$ cat src/include/rocc_pkg.sv
// Constants for the oscillation converter control block
package rocc_pkg;

    // ------------------------------------------------------------
    // Register byte addresses
    // ------------------------------------------------------------
    localparam logic [11:0] ADDR_CTRL  = 12'h000;
    localparam logic [11:0] ADDR_TRIG  = 12'h004;
    localparam logic [11:0] ADDR_MCL   = 12'h008;
    localparam logic [11:0] ADDR_MCH   = 12'h00c;
    localparam logic [11:0] ADDR_TBL   = 12'h010;
    localparam logic [11:0] ADDR_TBH   = 12'h014;
    localparam logic [11:0] ADDR_FLAGS = 12'h018;
    localparam logic [11:0] ADDR_IRQEN = 12'h01c;

    // ------------------------------------------------------------
    // Control register fields
    // ------------------------------------------------------------
    localparam int CTL_BLOCK_EN_BIT = 0;
    localparam int CTL_MODE_LSB     = 4;
    localparam int CTL_MODE_MSB     = 5;
    localparam int CTL_EVENT_BIT    = 6;
    localparam int CTL_CONT_BIT     = 7;
    localparam int CTL_HALVE_BIT    = 8;
    localparam logic [8:0] CTL_WMASK = 9'h1f1;

    localparam logic [1:0] MODE_DC = 2'h0;
    localparam logic [1:0] MODE_AC = 2'h1;

    // ------------------------------------------------------------
    // Trigger and flag bit positions
    // ------------------------------------------------------------
    localparam int RUN_REF = 0;
    localparam int RUN_A   = 1;
    localparam int RUN_B   = 2;

    localparam int FLG_REF_DONE = 0;
    localparam int FLG_A_DONE   = 1;
    localparam int FLG_B_DONE   = 2;
    localparam int FLG_MEAS_OVF = 3;
    localparam int FLG_TB_OVF   = 4;

    // ------------------------------------------------------------
    // Reset values and counter limits
    // ------------------------------------------------------------
    localparam logic [8:0]  RST_CTRL  = 9'h000;
    localparam logic [2:0]  RST_RUN   = 3'h0;
    localparam logic [23:0] RST_CNT   = 24'h000000;
    localparam logic [4:0]  RST_FLAGS = 5'h00;
    localparam logic [23:0] CNT_MAX   = 24'hffffff;
    localparam logic [23:0] CNT_ONE   = 24'h000001;
    localparam logic [31:0] RD_ZERO   = 32'h00000000;

endpackage : rocc_pkg

$ cat src/verilog/rocc_sync.sv
// Two-stage synchroniser for the oscillator and event pins
`timescale 1ns/1ps
module rocc_sync
(
    input  wire logic       ref_clk_i,
    input  wire logic       nrst_i,
    input  wire logic [1:0] async_i,
    output logic      [1:0] sync_o
);

    // ------------------------------------------------------------
    // One pair of flops per pin
    // ------------------------------------------------------------
    logic [1:0] meta_r;

    genvar gi;
    generate
        for (gi = 0; gi < 2; gi++)
        begin : g_bit
            always_ff @(posedge ref_clk_i or negedge nrst_i)
            begin
                if (!nrst_i)
                begin
                    meta_r[gi] <= 1'b0;
                    sync_o[gi] <= 1'b0;
                end
                else
                begin
                    meta_r[gi] <= async_i[gi];
                    sync_o[gi] <= meta_r[gi];
                end
            end
        end
    endgenerate

endmodule : rocc_sync

$ cat src/verilog/rocc_ctrl.sv
// Control, counters and status of one oscillation converter channel
`timescale 1ns/1ps
module rocc_ctrl
    import rocc_pkg::*;
(
    input  wire logic        ref_clk_i,
    input  wire logic        nrst_i,
    input  wire logic        psel_i,
    input  wire logic        penable_i,
    input  wire logic        pwrite_i,
    input  wire logic [11:0] paddr_i,
    input  wire logic [31:0] pwdata_i,
    input  wire logic [3:0]  pstrb_i,
    output logic      [31:0] prdata_o,
    output logic             pready_o,
    output logic             pslverr_o,
    input  wire logic        oscillation_clock_i,
    input  wire logic        external_count_input_pin_i,
    output logic             ref_osc_en_o,
    output logic             sensor_a_osc_en_o,
    output logic             sensor_b_osc_en_o,
    output logic      [1:0]  osc_mode_select_o,
    output logic             event_count_enable_o,
    output logic             oscillation_monitor_pin_o,
    output logic             irq_o
);

    // ------------------------------------------------------------
    // Helpers
    // ------------------------------------------------------------
    function automatic logic [15:0] merge16
    (
        input logic [15:0] old_v,
        input logic [15:0] wd,
        input logic [1:0]  strb
    );
        logic [15:0] res;
        res = old_v;
        if (strb[0])
            res[7:0] = wd[7:0];
        if (strb[1])
            res[15:8] = wd[15:8];
        return res;
    endfunction : merge16

    function automatic logic reg_hit
    (
        input logic [11:0] a
    );
        return (a == ADDR_CTRL)  || (a == ADDR_TRIG)  ||
               (a == ADDR_MCL)   || (a == ADDR_MCH)   ||
               (a == ADDR_TBL)   || (a == ADDR_TBH)   ||
               (a == ADDR_FLAGS) || (a == ADDR_IRQEN);
    endfunction : reg_hit

    // ------------------------------------------------------------
    // State
    // ------------------------------------------------------------
    logic [8:0]  ctrl_r;
    logic [8:0]  ctrl_nxt;
    logic [2:0]  run_r;
    logic [2:0]  run_nxt;
    logic [23:0] meas_cnt_r;
    logic [23:0] meas_cnt_nxt;
    logic [23:0] tb_cnt_r;
    logic [23:0] tb_cnt_nxt;
    logic [4:0]  flags_r;
    logic [4:0]  flags_nxt;
    logic [4:0]  irq_en_r;
    logic [4:0]  irq_en_nxt;
    logic        pready_r;
    logic        pslverr_r;
    logic [31:0] prdata_r;
    logic        src_prev_r;
    logic        osc_prev_r;
    logic        mon_r;
    logic        mon_nxt;
    logic        irq_r;

    // ------------------------------------------------------------
    // Pin synchronisers
    // ------------------------------------------------------------
    logic [1:0] pin_sync;

    rocc_sync u_sync
    (
        .ref_clk_i (ref_clk_i),
        .nrst_i    (nrst_i),
        .async_i   ({external_count_input_pin_i, oscillation_clock_i}),
        .sync_o    (pin_sync)
    );

    // ------------------------------------------------------------
    // Control field decode
    // ------------------------------------------------------------
    wire       block_en = ctrl_r[CTL_BLOCK_EN_BIT];
    wire [1:0] mode_sel = ctrl_r[CTL_MODE_MSB:CTL_MODE_LSB];
    wire       event_en = ctrl_r[CTL_EVENT_BIT];
    wire       cont_en  = ctrl_r[CTL_CONT_BIT];
    wire       halve_en = ctrl_r[CTL_HALVE_BIT];
    wire       ac_mode  = (mode_sel == MODE_AC);

    // ------------------------------------------------------------
    // Bus decode
    // ------------------------------------------------------------
    // Write lands on the edge where pready is sampled high
    wire        commit   = psel_i & penable_i & pready_r;
    wire        wr_en    = commit & pwrite_i & reg_hit(paddr_i);
    wire [15:0] wd       = pwdata_i[15:0];
    wire [1:0]  ws       = pstrb_i[1:0];
    wire        wr_ctrl  = wr_en & (paddr_i == ADDR_CTRL);
    wire        wr_trig  = wr_en & (paddr_i == ADDR_TRIG);
    wire        wr_mcl   = wr_en & (paddr_i == ADDR_MCL);
    wire        wr_mch   = wr_en & (paddr_i == ADDR_MCH);
    wire        wr_tbl   = wr_en & (paddr_i == ADDR_TBL);
    wire        wr_tbh   = wr_en & (paddr_i == ADDR_TBH);
    wire        wr_flags = wr_en & (paddr_i == ADDR_FLAGS);
    wire        wr_irqen = wr_en & (paddr_i == ADDR_IRQEN);
    wire        first_ph = psel_i & penable_i & ~pready_r;

    // ------------------------------------------------------------
    // Read mux
    // ------------------------------------------------------------
    // Reserved bits zero
    wire [31:0] rd_mux =
        (paddr_i == ADDR_CTRL)  ? {23'h000000, ctrl_r}            :
        (paddr_i == ADDR_TRIG)  ? {29'h00000000, run_r}           :
        (paddr_i == ADDR_MCL)   ? {16'h0000, meas_cnt_r[15:0]}    :
        (paddr_i == ADDR_MCH)   ? {24'h000000, meas_cnt_r[23:16]} :
        (paddr_i == ADDR_TBL)   ? {16'h0000, tb_cnt_r[15:0]}      :
        (paddr_i == ADDR_TBH)   ? {24'h000000, tb_cnt_r[23:16]}   :
        (paddr_i == ADDR_FLAGS) ? {27'h0000000, flags_r}          :
        (paddr_i == ADDR_IRQEN) ? {27'h0000000, irq_en_r}         :
                                  RD_ZERO;

    // ------------------------------------------------------------
    // Count source and edges
    // ------------------------------------------------------------
    // External or oscillator source
    wire src_lvl  = event_en ? pin_sync[1] : pin_sync[0];
    wire src_edge = src_lvl & ~src_prev_r;
    wire osc_rise = pin_sync[0] & ~osc_prev_r;

    wire ref_run  = block_en & run_r[RUN_REF];
    wire sens_run = block_en & (run_r[RUN_A] | run_r[RUN_B]);
    wire any_run  = ref_run | sens_run;

    // ------------------------------------------------------------
    // End conditions
    // ------------------------------------------------------------
    // Wrap and zero detection
    wire meas_wrap = any_run & src_edge & (meas_cnt_r == CNT_MAX);
    wire tb_ovf    = ref_run & (tb_cnt_r == CNT_MAX);
    wire tb_zero   = sens_run & (tb_cnt_r == CNT_ONE);
    wire auto_stop = (meas_wrap | tb_ovf | tb_zero) & ~cont_en;

    wire [4:0] flag_set;
    assign flag_set[FLG_REF_DONE] = meas_wrap & ref_run;
    assign flag_set[FLG_A_DONE]   = tb_zero & run_r[RUN_A];
    assign flag_set[FLG_B_DONE]   = tb_zero & run_r[RUN_B];
    assign flag_set[FLG_MEAS_OVF] = meas_wrap & sens_run;
    assign flag_set[FLG_TB_OVF]   = tb_ovf;

    // ------------------------------------------------------------
    // Trigger write value
    // ------------------------------------------------------------
    wire [2:0] trig_raw = 3'(merge16({13'h0000, run_r}, wd, ws));
    wire [2:0] trig_val;
    assign trig_val[RUN_REF] = trig_raw[RUN_REF];
    assign trig_val[RUN_A]   = trig_raw[RUN_A];
    assign trig_val[RUN_B]   = trig_raw[RUN_B] & ~ac_mode;

    // ------------------------------------------------------------
    // Next-state logic
    // ------------------------------------------------------------
    always_comb
    begin
        ctrl_nxt = ctrl_r;
        if (wr_ctrl)
            ctrl_nxt = 9'(merge16({7'h00, ctrl_r}, wd, ws)) & CTL_WMASK;
    end

    always_comb
    begin
        run_nxt = run_r;
        if (!block_en)
            run_nxt = RST_RUN;
        else if (wr_trig)
            run_nxt = trig_val;
        else if (auto_stop)
            run_nxt = RST_RUN;
    end

    always_comb
    begin
        meas_cnt_nxt = meas_cnt_r;
        if (wr_mcl)
            meas_cnt_nxt[15:0] = merge16(meas_cnt_r[15:0], wd, ws);
        else if (wr_mch)
            meas_cnt_nxt[23:16] = 8'(merge16({8'h00, meas_cnt_r[23:16]}, wd, ws));
        else if (any_run && src_edge)
            meas_cnt_nxt = meas_cnt_r + CNT_ONE;
    end

    always_comb
    begin
        // Time base counter load and count
        tb_cnt_nxt = tb_cnt_r;
        if (wr_tbl)
            tb_cnt_nxt[15:0] = merge16(tb_cnt_r[15:0], wd, ws);
        else if (wr_tbh)
            tb_cnt_nxt[23:16] = 8'(merge16({8'h00, tb_cnt_r[23:16]}, wd, ws));
        else if (ref_run)
            tb_cnt_nxt = tb_cnt_r + CNT_ONE;
        else if (sens_run)
            tb_cnt_nxt = tb_cnt_r - CNT_ONE;
    end

    always_comb
    begin
        flags_nxt = flags_r;
        if (wr_flags && ws[0])
            flags_nxt = flags_r & ~wd[4:0];
        flags_nxt = flags_nxt | flag_set;
    end

    always_comb
    begin
        irq_en_nxt = irq_en_r;
        if (wr_irqen && ws[0])
            irq_en_nxt = wd[4:0];
    end

    always_comb
    begin
        mon_nxt = 1'b0;
        if (any_run)
        begin
            if (halve_en)
                mon_nxt = osc_rise ? ~mon_r : mon_r;
            else
                mon_nxt = pin_sync[0];
        end
    end

    // ------------------------------------------------------------
    // Registers
    // ------------------------------------------------------------
    always_ff @(posedge ref_clk_i or negedge nrst_i)
    begin
        if (!nrst_i)
        begin
            ctrl_r     <= RST_CTRL;
            run_r      <= RST_RUN;
            meas_cnt_r <= RST_CNT;
            tb_cnt_r   <= RST_CNT;
            flags_r    <= RST_FLAGS;
            irq_en_r   <= RST_FLAGS;
        end
        else
        begin
            ctrl_r     <= ctrl_nxt;
            run_r      <= run_nxt;
            meas_cnt_r <= meas_cnt_nxt;
            tb_cnt_r   <= tb_cnt_nxt;
            flags_r    <= flags_nxt;
            irq_en_r   <= irq_en_nxt;
        end
    end

    always_ff @(posedge ref_clk_i or negedge nrst_i)
    begin
        if (!nrst_i)
        begin
            src_prev_r <= 1'b0;
            osc_prev_r <= 1'b0;
            mon_r      <= 1'b0;
            irq_r      <= 1'b0;
        end
        else
        begin
            src_prev_r <= src_lvl;
            osc_prev_r <= pin_sync[0];
            mon_r      <= mon_nxt;
            irq_r      <= |(flags_nxt & irq_en_nxt);
        end
    end

    // ------------------------------------------------------------
    // Bus answer
    // ------------------------------------------------------------
    // One wait state keeps read data registered
    always_ff @(posedge ref_clk_i or negedge nrst_i)
    begin
        if (!nrst_i)
        begin
            pready_r  <= 1'b0;
            pslverr_r <= 1'b0;
            prdata_r  <= RD_ZERO;
        end
        else if (first_ph)
        begin
            pready_r  <= 1'b1;
            pslverr_r <= ~reg_hit(paddr_i);
            prdata_r  <= pwrite_i ? RD_ZERO : rd_mux;
        end
        else
        begin
            pready_r  <= 1'b0;
            pslverr_r <= 1'b0;
        end
    end

    // ------------------------------------------------------------
    // Outputs
    // ------------------------------------------------------------
    assign prdata_o                  = prdata_r;
    assign pready_o                  = pready_r;
    assign pslverr_o                 = pslverr_r;
    assign ref_osc_en_o              = run_r[RUN_REF];
    assign sensor_a_osc_en_o         = run_r[RUN_A];
    assign sensor_b_osc_en_o         = run_r[RUN_B];
    assign osc_mode_select_o         = ctrl_r[CTL_MODE_MSB:CTL_MODE_LSB];
    assign event_count_enable_o      = ctrl_r[CTL_EVENT_BIT];
    assign oscillation_monitor_pin_o = mon_r;
    assign irq_o                     = irq_r;

endmodule : rocc_ctrl

$ cat config.mk
export PLATFORM = sky130hd
export DESIGN_NAME = rocc_ctrl
export DESIGN_NICKNAME = d
export VERILOG_FILES = /design/src/include/rocc_pkg.sv /design/src/verilog/rocc_sync.sv /design/src/verilog/rocc_ctrl.sv
export SDC_FILE = /design/constraint.sdc
export NUM_CORES = 1
export LEC_CHECK = 0
export BUFFER_PORTS_ARGS = -buffer_cell sky130_fd_sc_hd__buf_2
export CORE_MARGIN = 3
export CORE_UTILIZATION = 40
export DETAILED_ROUTE_END_ITERATION = 10
export HOLD_SLACK_MARGIN = 0.12
export PLACE_DENSITY = 0.56
export SLEW_MARGIN = 20
export SYNTH_ARGS = -nofsm -noshare
export SYNTH_HDL_FRONTEND = slang
export SYNTH_SLANG_ARGS = --single-unit
$ cat constraint.sdc
create_clock -name ref_clk_i -period 4.7 [get_ports ref_clk_i]
set_clock_uncertainty 0.1 [all_clocks]
set_input_delay 0.705 -clock ref_clk_i [delete_from_list [all_inputs] [get_ports ref_clk_i]]
set_output_delay 0.705 -clock ref_clk_i [all_outputs]
set_load 0.03 [all_outputs]
### Word level (Yosys, flattened, before mapping)

Index checks and enable logic that the tools add are counted.
W data, S select, Z words.

| word-level totals | value |
|---|---|
| bits in registers | 109 |
| bits in latches | 0 |
| RAM bits | 0 |
| bits in read-only memories | 0 |
| input bits | 55 |
| output and inout bits | 42 |
| word-level logic and storage cells | 149 |
| memories | 0 |

| cells by class | value |
|---|---|
| add/sub/neg operators | 3 |
| multiply operators | 0 |
| div/mod/pow operators | 0 |
| $lt $le $gt $ge | 0 |
| eq/ne operators | 22 |
| shifts and indexed selects | 0 |
| multiplexer cells | 32 |
| bitwise operators | 44 |
| reductions and logical operators | 25 |

Operator list:

| operator | number |
|---|---|
| $mux W16 | 10 |
| $mux W24 | 3 |
| $add A24 B1 Y24 const B | 2 |
| $eq A12 B5 Y1 const B | 4 |
| $eq A24 B24 Y1 const B | 2 |
| $mux W8 | 5 |
| $and A1 B1 Y1 | 27 |
| $eq A12 B4 Y1 const B | 2 |
| $eq A24 B1 Y1 const B | 1 |
| $sub A24 B1 Y24 const B | 1 |
| $mux W5 | 4 |
| $reduce_and A3 Y1 | 6 |
| $ne A2 B2 Y1 const B | 8 |
| $eq A12 B3 Y1 const B | 1 |
| $logic_not A12 Y1 | 1 |
| $mux W3 | 4 |
| $and A5 B5 Y5 | 2 |
| $not A1 Y1 | 9 |
| $logic_or A1 B1 Y1 | 7 |
| $mux W1 | 6 |
| $ne A3 B3 Y1 const B | 2 |
| $reduce_and A2 Y1 | 3 |
| $reduce_bool A3 Y1 | 2 |
| $not A5 Y5 | 1 |
| 7 further kinds | 13 |

### Logic depth before layout (Yosys ltp)

Gate-level depths: netlist of run 1.

| logic depth | value |
|---|---|
| word-level depth | 15 |
| mapped depth | 9 |
| gate-level depth less buffers | 8 |

### Cells and area by module

From an unflattened synthesis of run 1, not the netlist that was laid out.

| second synthesis, totals | value |
|---|---|
| cell total of the unflattened synthesis | 735 |
| area total of the unflattened synthesis | 6,174.7 um^2 |

Modules (own cells, without submodules):

| module | times used | cells an instance | area an instance (um^2) | sequential area each (um^2) |
|---|---|---|---|---|
| rocc_ctrl | 1 | 731 | 6,074.6 | 2,227.1 |
| rocc_sync | 1 | 4 | 100.1 | 100.1 |

### Worst setup path before layout of run 1

OpenSTA, ideal clock, no wires.

| path | value |
|---|---|
| kind | input to register |
| start point | input paddr_i[7] |
| end point | register meas_cnt_r[0] |
| setup time | 0.121 ns |
| arrival time | 2.536 ns |
| required time | 4.479 ns |
| slack | 1.943 ns |
| stages on the path | 8 |
| path buffers | 3 |
| cell sequence | or4_4 buf_6 nor4_4 a21o_1 buf_6 a21oi_2 buf_6 o22a_1 |

| between the ends | value |
|---|---|
| longest elaborated chain between the ends | 12 |
| elaborated cells between the ends (all ways) | 23 |
| those cells by class | 9 x eq/ne; 1 x mux; 3 x bitwise; 10 x reduce/logical |

RTL lines:

| element | line | text |
|---|---|---|
| from (decl) | rocc_ctrl.sv:11 | `input wire logic [11:0] paddr_i,` |
| $eq A12 B3 Y1 / $logic_not A12 Y1 (equally long branches) | rocc_ctrl.sv:50 | `return (a == ADDR_CTRL) \|\| (a == ADDR_TRIG) \|\|` |
| $logic_or A1 B1 Y1 (2 in a row) | rocc_ctrl.sv:50 |  |
| $logic_or A1 B1 Y1 (2 in a row) | rocc_ctrl.sv:51 | `(a == ADDR_MCL) \|\| (a == ADDR_MCH) \|\|` |
| $logic_or A1 B1 Y1 (2 in a row) | rocc_ctrl.sv:52 | `(a == ADDR_TBL) \|\| (a == ADDR_TBH) \|\|` |
| $logic_or A1 B1 Y1 | rocc_ctrl.sv:53 | `(a == ADDR_FLAGS) \|\| (a == ADDR_IRQEN);` |
| $and A1 B1 Y1 | rocc_ctrl.sv:108 | `wire wr_en = commit & pwrite_i & reg_hit(paddr_i);` |
| $and A1 B1 Y1, on equally long branches | rocc_ctrl.sv:113, rocc_ctrl.sv:114 |  |
| $ne A2 B2 Y1 (no source line) / $reduce_bool A2 Y1 (equally long branches) | n/a |  |
| $reduce_and A3 Y1 (no source line) | n/a |  |
| to (signal assigned) | rocc_ctrl.sv:264 | `meas_cnt_r <= meas_cnt_nxt;` |
| to (decl) | rocc_ctrl.sv:63 | `logic [23:0] meas_cnt_r;` |

Parallel ways exist; a longest one is shown, timed or not.
A chain may end at the register's enable or synchronous reset.

### Final worst setup path of run 1

| path | value |
|---|---|
| start point | input paddr_i[7] |
| end point | register irq_r (netlist: irq_o) |

| between the ends | value |
|---|---|
| elaborated cells between the ends (all ways) | 25 |
| those cells by class | 7 x eq/ne; 2 x mux; 5 x bitwise; 11 x reduce/logical |

RTL lines:

| element | line | text |
|---|---|---|
| $eq A12 B3 Y1 / $logic_not A12 Y1 (equally long branches) | rocc_ctrl.sv:50 |  |
| $logic_or A1 B1 Y1 (2 in a row) | rocc_ctrl.sv:50 |  |
| $logic_or A1 B1 Y1 (2 in a row) | rocc_ctrl.sv:51 |  |
| $logic_or A1 B1 Y1 (2 in a row) | rocc_ctrl.sv:52 |  |
| $logic_or A1 B1 Y1 | rocc_ctrl.sv:53 |  |
| $and A1 B1 Y1 | rocc_ctrl.sv:108 |  |
| $and A1 B1 Y1 * | rocc_ctrl.sv:118 | `wire wr_irqen = wr_en & (paddr_i == ADDR_IRQEN);` |
| $logic_and A1 B1 Y1 * | rocc_ctrl.sv:230 | `if (wr_irqen && ws[0])` |
| $mux W5 * | rocc_ctrl.sv:230 |  |
| via irq_en_nxt[2] | rocc_ctrl.sv:70 | `logic [4:0] irq_en_nxt;` |
| $and A5 B5 Y5 * | rocc_ctrl.sv:285 | `irq_r <= \|(flags_nxt & irq_en_nxt);` |
| $reduce_or A5 Y1 * | rocc_ctrl.sv:285 |  |
| to (signal assigned) | rocc_ctrl.sv:285 |  |
| to (decl) | rocc_ctrl.sv:78 | `logic irq_r;` |

The timed path passes the listed nets; every way through them passes the cells marked *.

==> out/metrics.sh, run 1 <==
AREA_OF_THE_DIE_UM2=17240
YS_SEQ_ELEMENTS=93
DIE_WIDTH_UM=131.3
WORSTPATHREQUIRED_NS=4.82
TIMING_HOLD_VIOLATIONS_FINAL=0
FMAX_MHz=313.6
INITIAL_ANTENNA_VIOLATION_COUNT=0
R2R_START='ctrl_r[0]'
GRT_OVERFLOW=0
DR.PASS1.ITERS=5
GPL.FINAL_WEIGHTED_CONGESTION=0.9125
ROW_COUNT=45
CLOCK_SINKS=93
CTS_POST_SETUP_BUFFERS_INSERTED=0
TIGHTESTPINTRANSITION_NS=0.9784
NETLIST_TOP_CELLS_COUNT='sky130_fd_sc_hd__dfrtp_1, sky130_fd_sc_hd__nand2_1, sky130_fd_sc_hd__a21oi_1, sky130_fd_sc_hd__nor2_1, sky130_fd_sc_hd__o21ai_0'
WORST_SLACK_NS=1.511
FINAL.SETUP.TNS_NS=0
ROUTE.FINAL.WIRE_LENGTH_UM=21100
YOSYSTOPAREACELL='sky130_fd_sc_hd__dfrtp_1'
FINAL.MIN_CLOCK_PERIOD_NS=3.189
DOMINANT_REGISTER_CELL_IN_THE_SYNTHESIZED_NETLIST='sky130_fd_sc_hd__dfrtp_1'
GRT_START_MAX_NET_PINS=55
CLK_PATH_BUF_DEPTH=2
CLOCK_TREE_FROM_TRITONCTS='built'
CP_NUM_BUF_INV=1
HOLD_BUFFERS=0
WORST_PATH_DOMINANT_CELL_FAMILY='simple AND/OR/NAND/NOR gates'
NETLIST_INSTANCES=740
PWR_DENSITY_CELL_nW_PER_UM2=237.0
CP.ARRIVAL_NS=3.31
MAX-VDD-IR-DROP_V=0.0001685
YS_SEQ_AREA_FRAC=0.3705
SYNTH_CELL_TYPE_COUNT=75
YS_ASYNC_SR_FRACTION=1.000
WORST_SETUP_PATH_END_KIND='flip-flop'
NETLIST.AREA_LEADER.SHARE=0.3705
INITIAL_UTILIZATION=0.4116
FINAL_NETS=831
ANTENNA-DIODE-COUNT=0
TIMING.CRITICAL_PATH.FROM='paddr_i[7]'
NUMBER_OF_FLOPS_MAPPED_TO_ENABLE_CELLS_BY_YOSYS=0
MAXCAPVIOLATIONS=0
DRTANTENNAVIOLNETS=0
FINALSETUPVIOLCOUNT=0
BUSIEST_LAYER_IN_GLOBAL_ROUTING='met2'
RSZ0062_AT_GRT='no'
SLOWEST_DELAY_NS=0.65
STATIC_LEAKAGE_uW=0.002836
CTS_ROOT_BUFFER='sky130_fd_sc_hd__clkbuf_16'
FP.DIEH_UM=131.3
PATH_CELLS='buf_2 -> nor4_1 -> nand3_1 -> nor3_2 -> mux2_2 -> a22oi_1 -> nand4b_1'
MAX-SLEW-MARGIN-REL=0.3478
HOLDCRITSTARTPOINT='u_sync.meta_r[1]'
CLK_TRANSITION_REPORTED_PATHS_NS=0.07
BUFFER_PORTS.INSERTED=62
GR-USAGE-MET1=0.3493
NUMBER_OF_GLOBAL_ROUTE_VIAS_BEFORE_REPAIR=5839
DR_TOTAL_VIAS=6175
WORST_SKEW_PAIR.LATE_LATENCY_NS=0.36
HOLDCRITPATHCLASS='reg2reg'
CTS_BUFFERS=9
WORSTSETUPSTARTPOINTTYPE='primary input'
I_O_PINS=97
FILL_CELLS=1532
PERIOD_SHARE=0.6784
HTREE_NUM_LEVELS=3
GROUTE.USAGE.OVERALL=0.2431
POSTSYNTHAREAPERCELL_UM2=8.488
GROUTE.LAYER.MET2.USAGE=0.3704
SYN_TO_FINAL_GROWTH_PCT=9.761
DETAIL_ROUTE.ITER0.VIOLATIONS=580
PATH_CLASS='in2reg'
DR_WL_CELL_UM=21.38
MOST_REPEATED_CELL_IN_THE_GATE_LEVEL_NETLIST_AFTER_SYNTHESIS='sky130_fd_sc_hd__dfrtp_1'
RUN_STATUS='complete, no violations'
CP_SLOWEST_CELL='sky130_fd_sc_hd__nor4_1'
COREAREA_UM2=15260
CTS-RESIZED-GATES=0
WIRE_LENGTH_OF_THE_FIRST_GLOBAL_ROUTING_PASS_UM=33230
YOSYSWARNINGCOUNT=0
GR-USAGE-MET3=0.03790
POST_DR_VIAS_CELL=6.256
FINAL-MAX-SLEW-VIOLATION-COUNT=0
SYNTH.CELL_AREA_UM2=6281
FRACTION_OF_FINAL_LAYOUT_CELLS_WITH_DRIVE_STRENGTH_GREATER_THAN_1=0.1727
CRITICAL_PATH_PEAK_FANOUT=11
SYNTHTOPCELLSBYAREA='sky130_fd_sc_hd__dfrtp_1, sky130_fd_sc_hd__a21oi_1, sky130_fd_sc_hd__nand2_1, sky130_fd_sc_hd__o21ai_0, sky130_fd_sc_hd__nor2_1'
DRT_DRC_VIOLATIONS_LEFT=0
DP_HPWL_UM=15440
PRECTSSETUPSLACK_NS=1.128
==> cell families (layout without fill, tap and decap cells) <==
family,Yosys count,count (layout),synth area share
other,1,16,0.0005970
flip-flops,93,93,0.3705
AO/OA/AOI/OAI,244,244,0.2552
adder cells (fa/ha/maj),4,4,0.007968
buffers and inverters,84,105,0.06912
XOR/XNOR,2,2,0.002789
multiplexers,17,17,0.03705
AND/OR/NAND/NOR,295,295,0.2568
==> where the power goes <==
part           switching [uW]  total, uW  internal [uW]
clock network             333        705            371
registers                1.98        805            804
logic                    96.7        124           26.9
==> worst reg2reg max path: cells and delay by family (launching register included) <==
family / cells / cell delay (ns)
AOI/OAI and AO/OA: 3 / 0.64
and+or+nand+nor: 3 / 1.20
buffers and inverters: 1 / 0.21
DFF: 1 / 0.74
==> final timing paths <==
path	endpoint	slack (ns)	cells past startpoint
setup / recovery	irq_o	1.51	7
hold / removal	u_sync.sync_o[1]	0.25	0
setup reg to reg	meas_cnt_r[21]	1.70	7
hold reg to reg	u_sync.sync_o[1]	0.25	0
max in group asynchronous	tb_cnt_r[7]	3.15	2
min in group asynchronous	prdata_o[11]	0.31	1
==> state kept, by name, indices dropped and copies added, names as in the netlist <==
| name | count |
|---|---|
| u_sync.sync_o | 2 |
| src_prev_r | 1 |
| pslverr_o | 1 |
| irq_en_r | 5 |
| tb_cnt_r | 24 |
| ctrl_r | 6 |
| osc_prev_r | 1 |
| flags_r | 5 |
| oscillation_monitor_pin_o | 1 |
| prdata_o | 16 |
| u_sync.meta_r | 2 |
| pready_o | 1 |
| run_r | 3 |
| meas_cnt_r | 24 |
| irq_o | 1 |
==> per-stage QoR <==
step           total power, uW  hold WS (ns)  cells    util  cell area (um^2)
6_report                  1634        0.2497    987  0.4518              6894
4_1_cts                   1646        0.2517    987  0.4517              6892
3_5_place_dp             944.6        0.2362    972  0.4335              6615
2_1_floorplan            888.3        0.2312    755       -              6337
3_3_place_gp             942.9        0.2330    972  0.4335              6615
5_1_grt                   1683        0.2640    987  0.4518              6894
==> metal layers <==
layer / share of wire / vias up
met1: 0.46 / 3042
met3: 0.061 / 51
met2: 0.45 / 257
met5: 0 / -
li1: - / 2825
met4: 0.031 / 0
==> cells in the final DEF, fill, tap and decap left out, drive strengths merged, types with 5 or more instances in the layout <==
cell type	count
clkbuf	10
o22ai	16
o31a	6
o22a	5
a31oi	6
and2	5
or2	6
o211ai	5
nand3	31
a211oi	6
nor2	47
nor4	18
a21boi	7
and3	8
o2bb2ai	5
dfrtp	93
a21oi	78
buf	70
nand4	19
nand2	81
nor2b	5
o21a	5
a21o	7
or3	9
o31ai	5
inv	20
or4	10
a22oi	15
mux2	10
conb	16
nor3	34
o21ai	48
==> layout make-up <==
type                            instances  area, um^2  share of cell area
Sequential cell                        93        2327              0.3376
Clock buffer                           10       239.0             0.03466
Tap cell                              211       264.0             0.03829
Clock inverter                          5       37.54            0.005445
Multi-Input combinational cell        578        3578              0.5191
Inverter                               20       75.07             0.01089
Timing Repair Buffer                   70       372.9             0.05408
Note: power is estimated with default switching activity, not from simulation.
==> run 2, diff against run 1 <==
Settings changed: ABC_AREA set to 1, PLACE_DENSITY 0.56 to 0.55.
Clock period 4.7 ns to 3.2 ns, I/O delays scaled along.
==> run 2 against run 1 <==
Sequential share of layout area is 3.9 points lower. Highest routed layer is now met5. Core utilization up 1.3 points. Final cell count increased by 37%. Design area grew 13%. Largest cell class unchanged. Register-to-register slack got worse by 1.1 ns. Clock power up 77%.
==> out/metrics.sh, run 2 <==
CTS_BUFFERS=9  # unchanged
PATH_CELLS='ha_1 -> nand3_1 -> nor2_1 -> nand2_1 -> nor2_1 -> inv_1 -> nor2_1 -> and3_1 -> nand2_1 -> nand2_1 -> nand2_1 -> nand2_1 -> inv_1 -> nand2_1'
FMAX_MHz=378.9
AREA_OF_THE_DIE_UM2=18890  # +9.5%
CTS_POST_SETUP_BUFFERS_INSERTED=0  # unchanged
RSZ0062_AT_GRT='no'
PWR_DENSITY_CELL_nW_PER_UM2=332.1  # +40%
CRITICAL_PATH_PEAK_FANOUT=5  # -6
MOST_REPEATED_CELL_IN_THE_GATE_LEVEL_NETLIST_AFTER_SYNTHESIS='sky130_fd_sc_hd__nand2_1'
MAX-SLEW-MARGIN-REL=0.6199  # +0.2721
INITIAL_UTILIZATION=0.4123  # +0.0006739
CTS_ROOT_BUFFER='sky130_fd_sc_hd__clkbuf_16'
WORSTSETUPSTARTPOINTTYPE='flip-flop'
MAXCAPVIOLATIONS=0  # unchanged
POSTSYNTHAREAPERCELL_UM2=6.538  # -23%
DIE_WIDTH_UM=137.4  # +4.7%
SYN_TO_FINAL_GROWTH_PCT=12.86
COREAREA_UM2=16760  # +9.8%
PERIOD_SHARE=0.8247
STATIC_LEAKAGE_uW=0.004117  # +45%
CRITICAL_PATH.ENDPOINT='irq_o'
SLOWEST_DELAY_NS=0.44  # -0.21 ns
GRT_START_MAX_NET_PINS=57  # +3.6%
SYNTH-XOR-AREA-SHARE=0.04816  # +0.04537
FILL_CELLS=1850  # +21%
HOLDCRITPATHCLASS='in2reg'
YOSYSWARNINGCOUNT=0  # unchanged
GPL.FINAL_WEIGHTED_CONGESTION=0.9454  # +3.6%
CLOCK_SINKS=93  # unchanged
FRACTION_OF_FINAL_LAYOUT_CELLS_WITH_DRIVE_STRENGTH_GREATER_THAN_1=0.1196  # -0.05311
POST_SYNTH_AND_OR_NAND_NOR_AREA_FRACTION=0.3580  # +0.1012
FINALHOLDWORSTSLACK_NS=0.1309  # -0.1188 ns
DP_HPWL_UM=18370  # +19%
CRIT_PATH_FREQUENT_CELL='sky130_fd_sc_hd__nand2_1'
R2R.WORST_PATH.CELLS=14  # +7
WORST_SKEW_PAIR.LATE_LATENCY_NS=0.36  # about the same
RUN_STATUS='complete, no violations'
HTREE_NUM_LEVELS=3  # unchanged
WORST_SLACK_NS=0.5608  # -0.9505 ns
DRTANTENNAVIOLNETS=0  # unchanged
R2R_START='meas_cnt_r[0]'
YS_ASYNC_SR_FRACTION=1.000  # unchanged
CP_SLOWEST_CELL='sky130_fd_sc_hd__dfrtp_1'
DRT_DRC_VIOLATIONS_LEFT=0  # unchanged
FP.DIEH_UM=137.4  # +4.7%
BUFFER_PORTS.INSERTED=62  # unchanged
FINAL.MIN_CLOCK_PERIOD_NS=2.639
SYNTH.CELL_AREA_UM2=6910  # +10%
LAYOUT_COMMONEST_CELL='sky130_fd_sc_hd__nand2_1'
TIMING.CRITICAL_PATH.FROM='meas_cnt_r[0]'
SYNTHTOPCELLSBYAREA='sky130_fd_sc_hd__dfrtp_1, sky130_fd_sc_hd__nand2_1, sky130_fd_sc_hd__o21ai_0, sky130_fd_sc_hd__inv_1, sky130_fd_sc_hd__nor2_1'
WORSTPATHREQUIRED_NS=3.40  # -1.42 ns
SYNTH_ADDER_AREA_SHARE=0.007242  # -0.0007257
PRECTSSETUPSLACK_NS=0.4340  # -0.6943 ns
DR_TOTAL_VIAS=6989  # +13%
SYNTH_COMPOUND_AREA_FRAC=0.1441  # -0.1111
ROW_COUNT=47  # +4.4%
TIGHTESTPINTRANSITION_NS=0.5701  # -0.4082 ns
POST_DR_VIAS_CELL=5.181  # -17%
MAX-VDD-IR-DROP_V=0.0002820  # +67%
ANTENNA-DIODE-COUNT=0  # unchanged
DR.PASS1.ITERS=7  # +2
FINAL-MAX-SLEW-VIOLATION-COUNT=0  # unchanged
DETAIL_ROUTE.ITER0.VIOLATIONS=440  # -24%
YS_SEQ_ELEMENTS=93  # unchanged
CLOCK_TREE_FROM_TRITONCTS='built'
CLK_TRANSITION_REPORTED_PATHS_NS=0.07  # about the same
YS_SEQ_AREA_FRAC=0.3368  # -0.03374
ROUTE.FINAL.WIRE_LENGTH_UM=23460  # +11%
TIMING_HOLD_VIOLATIONS_FINAL=0  # unchanged
FINAL.SETUP.TNS_NS=0  # unchanged
HOLD_BUFFERS=1  # +1
NUMBER_OF_FLOPS_MAPPED_TO_ENABLE_CELLS_BY_YOSYS=0  # unchanged
NETLIST.AREA_LEADER.SHARE=0.3368  # -0.03374
CTS-RESIZED-GATES=0  # unchanged
NUMBER_OF_GLOBAL_ROUTE_VIAS_BEFORE_REPAIR=6431  # +10%
NETLIST_TOP_CELLS_COUNT='sky130_fd_sc_hd__nand2_1, sky130_fd_sc_hd__inv_1, sky130_fd_sc_hd__nor2_1, sky130_fd_sc_hd__o21ai_0, sky130_fd_sc_hd__dfrtp_1'
SYNTH.MUX.AREA_FRACTION=0  # -0.03705
NETLIST_INSTANCES=1057  # +43%
SYNTH_TOP_FAMILY_BY_AREA='simple AND/OR/NAND/NOR gates'
CP.ARRIVAL_NS=2.84  # -0.47 ns
FINAL_NETS=1183  # +42%
SYNTH_CELL_TYPE_COUNT=45  # -40%
PATH_CLASS='reg2reg'
DOMINANT_REGISTER_CELL_IN_THE_SYNTHESIZED_NETLIST='sky130_fd_sc_hd__dfrtp_1'
I_O_PINS=97  # unchanged
FINALSETUPVIOLCOUNT=0  # unchanged
YOSYSTOPAREACELL='sky130_fd_sc_hd__dfrtp_1'
CLK_PATH_BUF_DEPTH=2  # unchanged
LAYOUT.CELLS.MOST_COMMON_LIST='sky130_fd_sc_hd__nand2_1, sky130_fd_sc_hd__inv_1, sky130_fd_sc_hd__nor2_1'
GROUTE.USAGE.OVERALL=0.2537  # +0.01058
INITIAL_ANTENNA_VIOLATION_COUNT=1  # +1
WORST_SETUP_PATH_END_KIND='flip-flop'
GRT_OVERFLOW=0  # unchanged
WIRE_LENGTH_OF_THE_FIRST_GLOBAL_ROUTING_PASS_UM=36280  # +9.2%
REG2REG_TO='irq_o'
DR_WL_CELL_UM=17.39  # -19%
WORST-R2R-SETUP-SLACK_NS=0.56  # -1.14 ns
[run 2: cell count changes in the layout (fill, tap and decap cells not counted), moves of 34 or more]
cell / change
sky130_fd_sc_hd__nand2_1: +248
sky130_fd_sc_hd__inv_1: +94
sky130_fd_sc_hd__nor2_1: +57
sky130_fd_sc_hd__o21ai_0: +49
sky130_fd_sc_hd__a21oi_1: -47
sky130_fd_sc_hd__o21ai_1: +35
sky130_fd_sc_hd__xor2_1: +34
[run 2: routing by layer]
layer / up-vias / GRT usage / share of wire / wire length, um
li1: 3526 / - / - / -
met1: 3243 / 0.3677 / 0.47 / 11060
met2: 190 / 0.3913 / 0.45 / 10550
met3: 28 / 0.04638 / 0.062 / 1466
met4: 2 / 0.06098 / 0.015 / 363
met5: - / 0 / 0.00047 / 11
[run 2: cells by family after synthesis]
family / Yosys count
simple gates: 576
buf+inv: 164
fa+ha+maj: 4
compound gates: 181
xor+xnor: 38
flops: 93
other cells: 1
[run 2: worst min path at each step]
stage	startpoint	endpoint	slack, ns	depth (start not counted)
after global placement	u_sync.meta_r[1]	u_sync.sync_o[1]	0.23	0
final	oscillation_clock_i	u_sync.meta_r[0]	0.13	1
after CTS	external_count_input_pin_i	u_sync.meta_r[1]	0.12	1
after global routing	oscillation_clock_i	u_sync.meta_r[0]	0.12	1
after detailed placement	u_sync.meta_r[0]	u_sync.sync_o[0]	0.23	0
after floorplan	nrst_i	ctrl_r[0]	0.08	0
[run 2: where the power goes]
group | total, uW | switching (uW) | leakage, uW | internal (uW)
registers | 1180 | 1.83 | 0.00103 | 1180
logic | 156 | 123 | 0.00292 | 32.6
clock network | 1250 | 514 | 0.000168 | 738
[run 2: cell type report]
type                    instances  area, um^2  area share
inverters                     123       461.7     0.05920
clock inverters                 5       88.84     0.01139
repair buffers                 82       480.5     0.06161
clock buffers                  11       252.7     0.03241
flip-flops and latches         93        2327      0.2984
well taps                     220       275.3     0.03530
multi-input cells             815        3913      0.5017
[run 2: per-stage QoR]
step,util,total power [uW],instances,cell area [um^2]
floorplan,-,1281,1072,6967
global placement,0.4437,1360,1331,7437
detailed placement,0.4437,1359,1331,7437
CTS,0.4647,2613,1348,7789
global route,0.4653,2666,1349,7799
finish,0.4653,2590,1349,7799
[run 2: worst max-delay path: cells and delay by family (launching register included)]
family	cells	cell delay, ns
buf+inv	2	0.15
fa+ha+maj	1	0.22
flops	1	0.44
simple gates	11	1.68
==> run 3, diff against run 2 <==
Settings changed: PLACE_DENSITY 0.55 to 0.57.
Clock period 3.2 ns to 2.4 ns, I/O delays scaled along.
==> run 3 against run 2 <==
Critical endpoint is now run_r[0]. Clock power increased by 13%. Via count increased by 3.7%. Worst setup slack got worse by 0.31 ns. Largest cell class unchanged. Clock-buffer cell count increased by 1. Design area increased by 4.2%. Worst hold slack improved by 0.047 ns. Register-to-register slack got worse by 0.31 ns. Combinational power increased by 38%. Sequential power increased by 34%. First-iteration DRC count increased by 31%.
==> out/metrics.sh, run 3 (synthesis results as in run 2) <==
RUN_STATUS='complete, no violations'
SYN_TO_FINAL_GROWTH_PCT=17.62
CP_NUM_BUF_INV=0  # -2
FINAL-MAX-SLEW-VIOLATION-COUNT=0  # unchanged
PWR_DENSITY_CELL_nW_PER_UM2=394.1  # +19%
ANTENNA-DIODE-COUNT=0  # unchanged
PATH_CLASS='reg2reg'
CRITICAL_PATH_PEAK_FANOUT=5  # unchanged
DRT_DRC_VIOLATIONS_LEFT=0  # unchanged
INITIAL_ANTENNA_VIOLATION_COUNT=2  # +1
FRACTION_OF_FINAL_LAYOUT_CELLS_WITH_DRIVE_STRENGTH_GREATER_THAN_1=0.1549  # +0.03532
WORST_SKEW_PAIR.LATE_LATENCY_NS=0.36  # about the same
FINAL.SETUP.TNS_NS=0  # unchanged
WORSTSETUPSTARTPOINTTYPE='flip-flop'
FINALSETUPVIOLCOUNT=0  # unchanged
GRT_OVERFLOW=0  # unchanged
TIMING_HOLD_VIOLATIONS_FINAL=0  # unchanged
DRTANTENNAVIOLNETS=0  # unchanged
WORST_SETUP_PATH_END_KIND='flip-flop'
CP.ARRIVAL_NS=2.30  # -0.54 ns
ROW_COUNT=47  # unchanged
DR_TOTAL_VIAS=7251  # +3.7%
PATH_CELLS='nand2_1 -> nor3_1 -> nand2_1 -> nor2_1 -> nand3_1 -> nand2_1 -> nor2_1 -> o21bai_1 -> nand2_1 -> nand2_1 -> nand2_1'
CLK_TRANSITION_REPORTED_PATHS_NS=0.07  # about the same
INITIAL_UTILIZATION=0.4123  # unchanged
GRT_START_MAX_NET_PINS=37  # -35%
CTS_BUFFERS=9  # unchanged
CP_SLOWEST_CELL='sky130_fd_sc_hd__dfrtp_1'
CLOCK_TREE_FROM_TRITONCTS='built'
FINAL.MIN_CLOCK_PERIOD_NS=2.146  # -0.4937 ns
GPL.FINAL_WEIGHTED_CONGESTION=0.9479  # +0.26%
ROUTE.FINAL.WIRE_LENGTH_UM=23570  # +0.48%
MAXCAPVIOLATIONS=0  # unchanged
CRIT_PATH_FREQUENT_CELL='sky130_fd_sc_hd__nand2_1'
RSZ0062_AT_GRT='no'
SLOWEST_DELAY_NS=0.47  # +0.03 ns
POST_DR_VIAS_CELL=5.198  # +0.33%
FINAL_NETS=1229  # +3.9%
HOLDCRITPATHCLASS='in2reg'
I_O_PINS=97  # unchanged
STATIC_LEAKAGE_uW=0.004317  # +4.9%
WORSTPATHREQUIRED_NS=2.56  # -0.84 ns
PERIOD_SHARE=0.8940  # +0.06922
MAX-VDD-IR-DROP_V=0.0003606  # +28%
FP.DIEH_UM=137.4  # unchanged
WIRE_LENGTH_OF_THE_FIRST_GLOBAL_ROUTING_PASS_UM=36800  # +1.4%
CLK_PATH_BUF_DEPTH=2  # unchanged
DR_WL_CELL_UM=16.90  # -2.8%
LAYOUT_COMMONEST_CELL='sky130_fd_sc_hd__nand2_1'
NUMBER_OF_GLOBAL_ROUTE_VIAS_BEFORE_REPAIR=6591  # +2.5%
DR.PASS1.ITERS=5  # -2
GROUTE.USAGE.OVERALL=0.2575  # +0.003808
CLOCK_SINKS=93  # unchanged
BUFFER_PORTS.INSERTED=62  # unchanged
FMAX_MHz=466.1  # +23%
AREA_OF_THE_DIE_UM2=18890  # unchanged
FILL_CELLS=1797  # -2.9%
DP_HPWL_UM=18680  # +1.7%
DETAIL_ROUTE.ITER0.VIOLATIONS=575  # +31%
WORST_PATH_DOMINANT_CELL_FAMILY='simple AND/OR/NAND/NOR gates'
LAYOUT.CELLS.MOST_COMMON_LIST='sky130_fd_sc_hd__nand2_1, sky130_fd_sc_hd__inv_1, sky130_fd_sc_hd__nor2_1'
FINALHOLDWORSTSLACK_NS=0.1783  # +0.04738 ns
COREAREA_UM2=16760  # unchanged
CTS_ROOT_BUFFER='sky130_fd_sc_hd__clkbuf_16'
HTREE_NUM_LEVELS=3  # unchanged
DIE_WIDTH_UM=137.4  # unchanged
run 3: cell count changes in the layout (fill, tap and decap cells not counted), sizes merged:
cell / before / now
buf: 80 / 125
dlygate4sd3: 2 / 3
clkbuf: 11 / 12
bufinv: 2 / 0
clkinvlp: 0 / 1
run 3: final cells by class:
class                      count  area (um^2)  share of cell area
clock buffer                  12        246.5             0.03033
tap                          220        275.3             0.03387
inverter                     123        461.7             0.05680
timing repair buffer         128        865.8              0.1065
sequential                    93         2327              0.2863
clock inverter                 4        30.03            0.003695
multi-input combinational    815         3921              0.4825
run 3: worst paths after layout:
path	from	endpoint	slack [ns]	cells past startpoint
worst max-delay path	tb_cnt_r[11]	run_r[0]	0.25	11
worst min-delay path	penable_i	pready_o	0.18	3
worst max register to register	tb_cnt_r[11]	run_r[0]	0.25	11
worst min register to register	u_sync.meta_r[0]	u_sync.sync_o[0]	0.25	0
max in group asynchronous	nrst_i	meas_cnt_r[7]	1.26	3
min in group asynchronous	nrst_i	tb_cnt_r[21]	0.35	2
run 3: repair_timing:
action / 4_1_cts / 5_1_grt
setup endpoints to repair: 0 / 3
resized for setup: 0 / 4
hold endpoints to repair: 20 / 0
setup buffers: 0 / 0
hold buffers: 3 / 0
run 3: metrics by stage:
step                worst slack, ns  area [um^2]    util  instances  power (uW)
detailed placement          0.08003         7812  0.4661       1376        1818
CTS                          0.1622         8119  0.4844       1395        3238
floorplan                    0.3036         6967       -       1072        1707
global placement             0.1066         7812  0.4661       1376        1818
finish                       0.2545         8128  0.4850       1395        3203
global route                0.01803         8128  0.4850       1395        3328
run 3: routing by layer:
metal / part of all wire / routed length (um) / track usage
met2: 0.45 / 10600 / 0.3877
met4: 0.019 / 459 / 0.06818
met5: 0.0011 / 27 / 0
met3: 0.078 / 1839 / 0.05332
met1: 0.45 / 10650 / 0.3751
run 3: where the power goes:
part	total, uW	internal [uW]	switching (uW)
clock	1410	739	673
combinational	215	51.3	164
sequential	1580	1570	2.24
run 3: tightest hold or removal path, cell delays in order:
cell                      delay (ns)
sky130_fd_sc_hd__buf_2          0.10
sky130_fd_sc_hd__nand2_1        0.07
sky130_fd_sc_hd__nor2_1         0.07
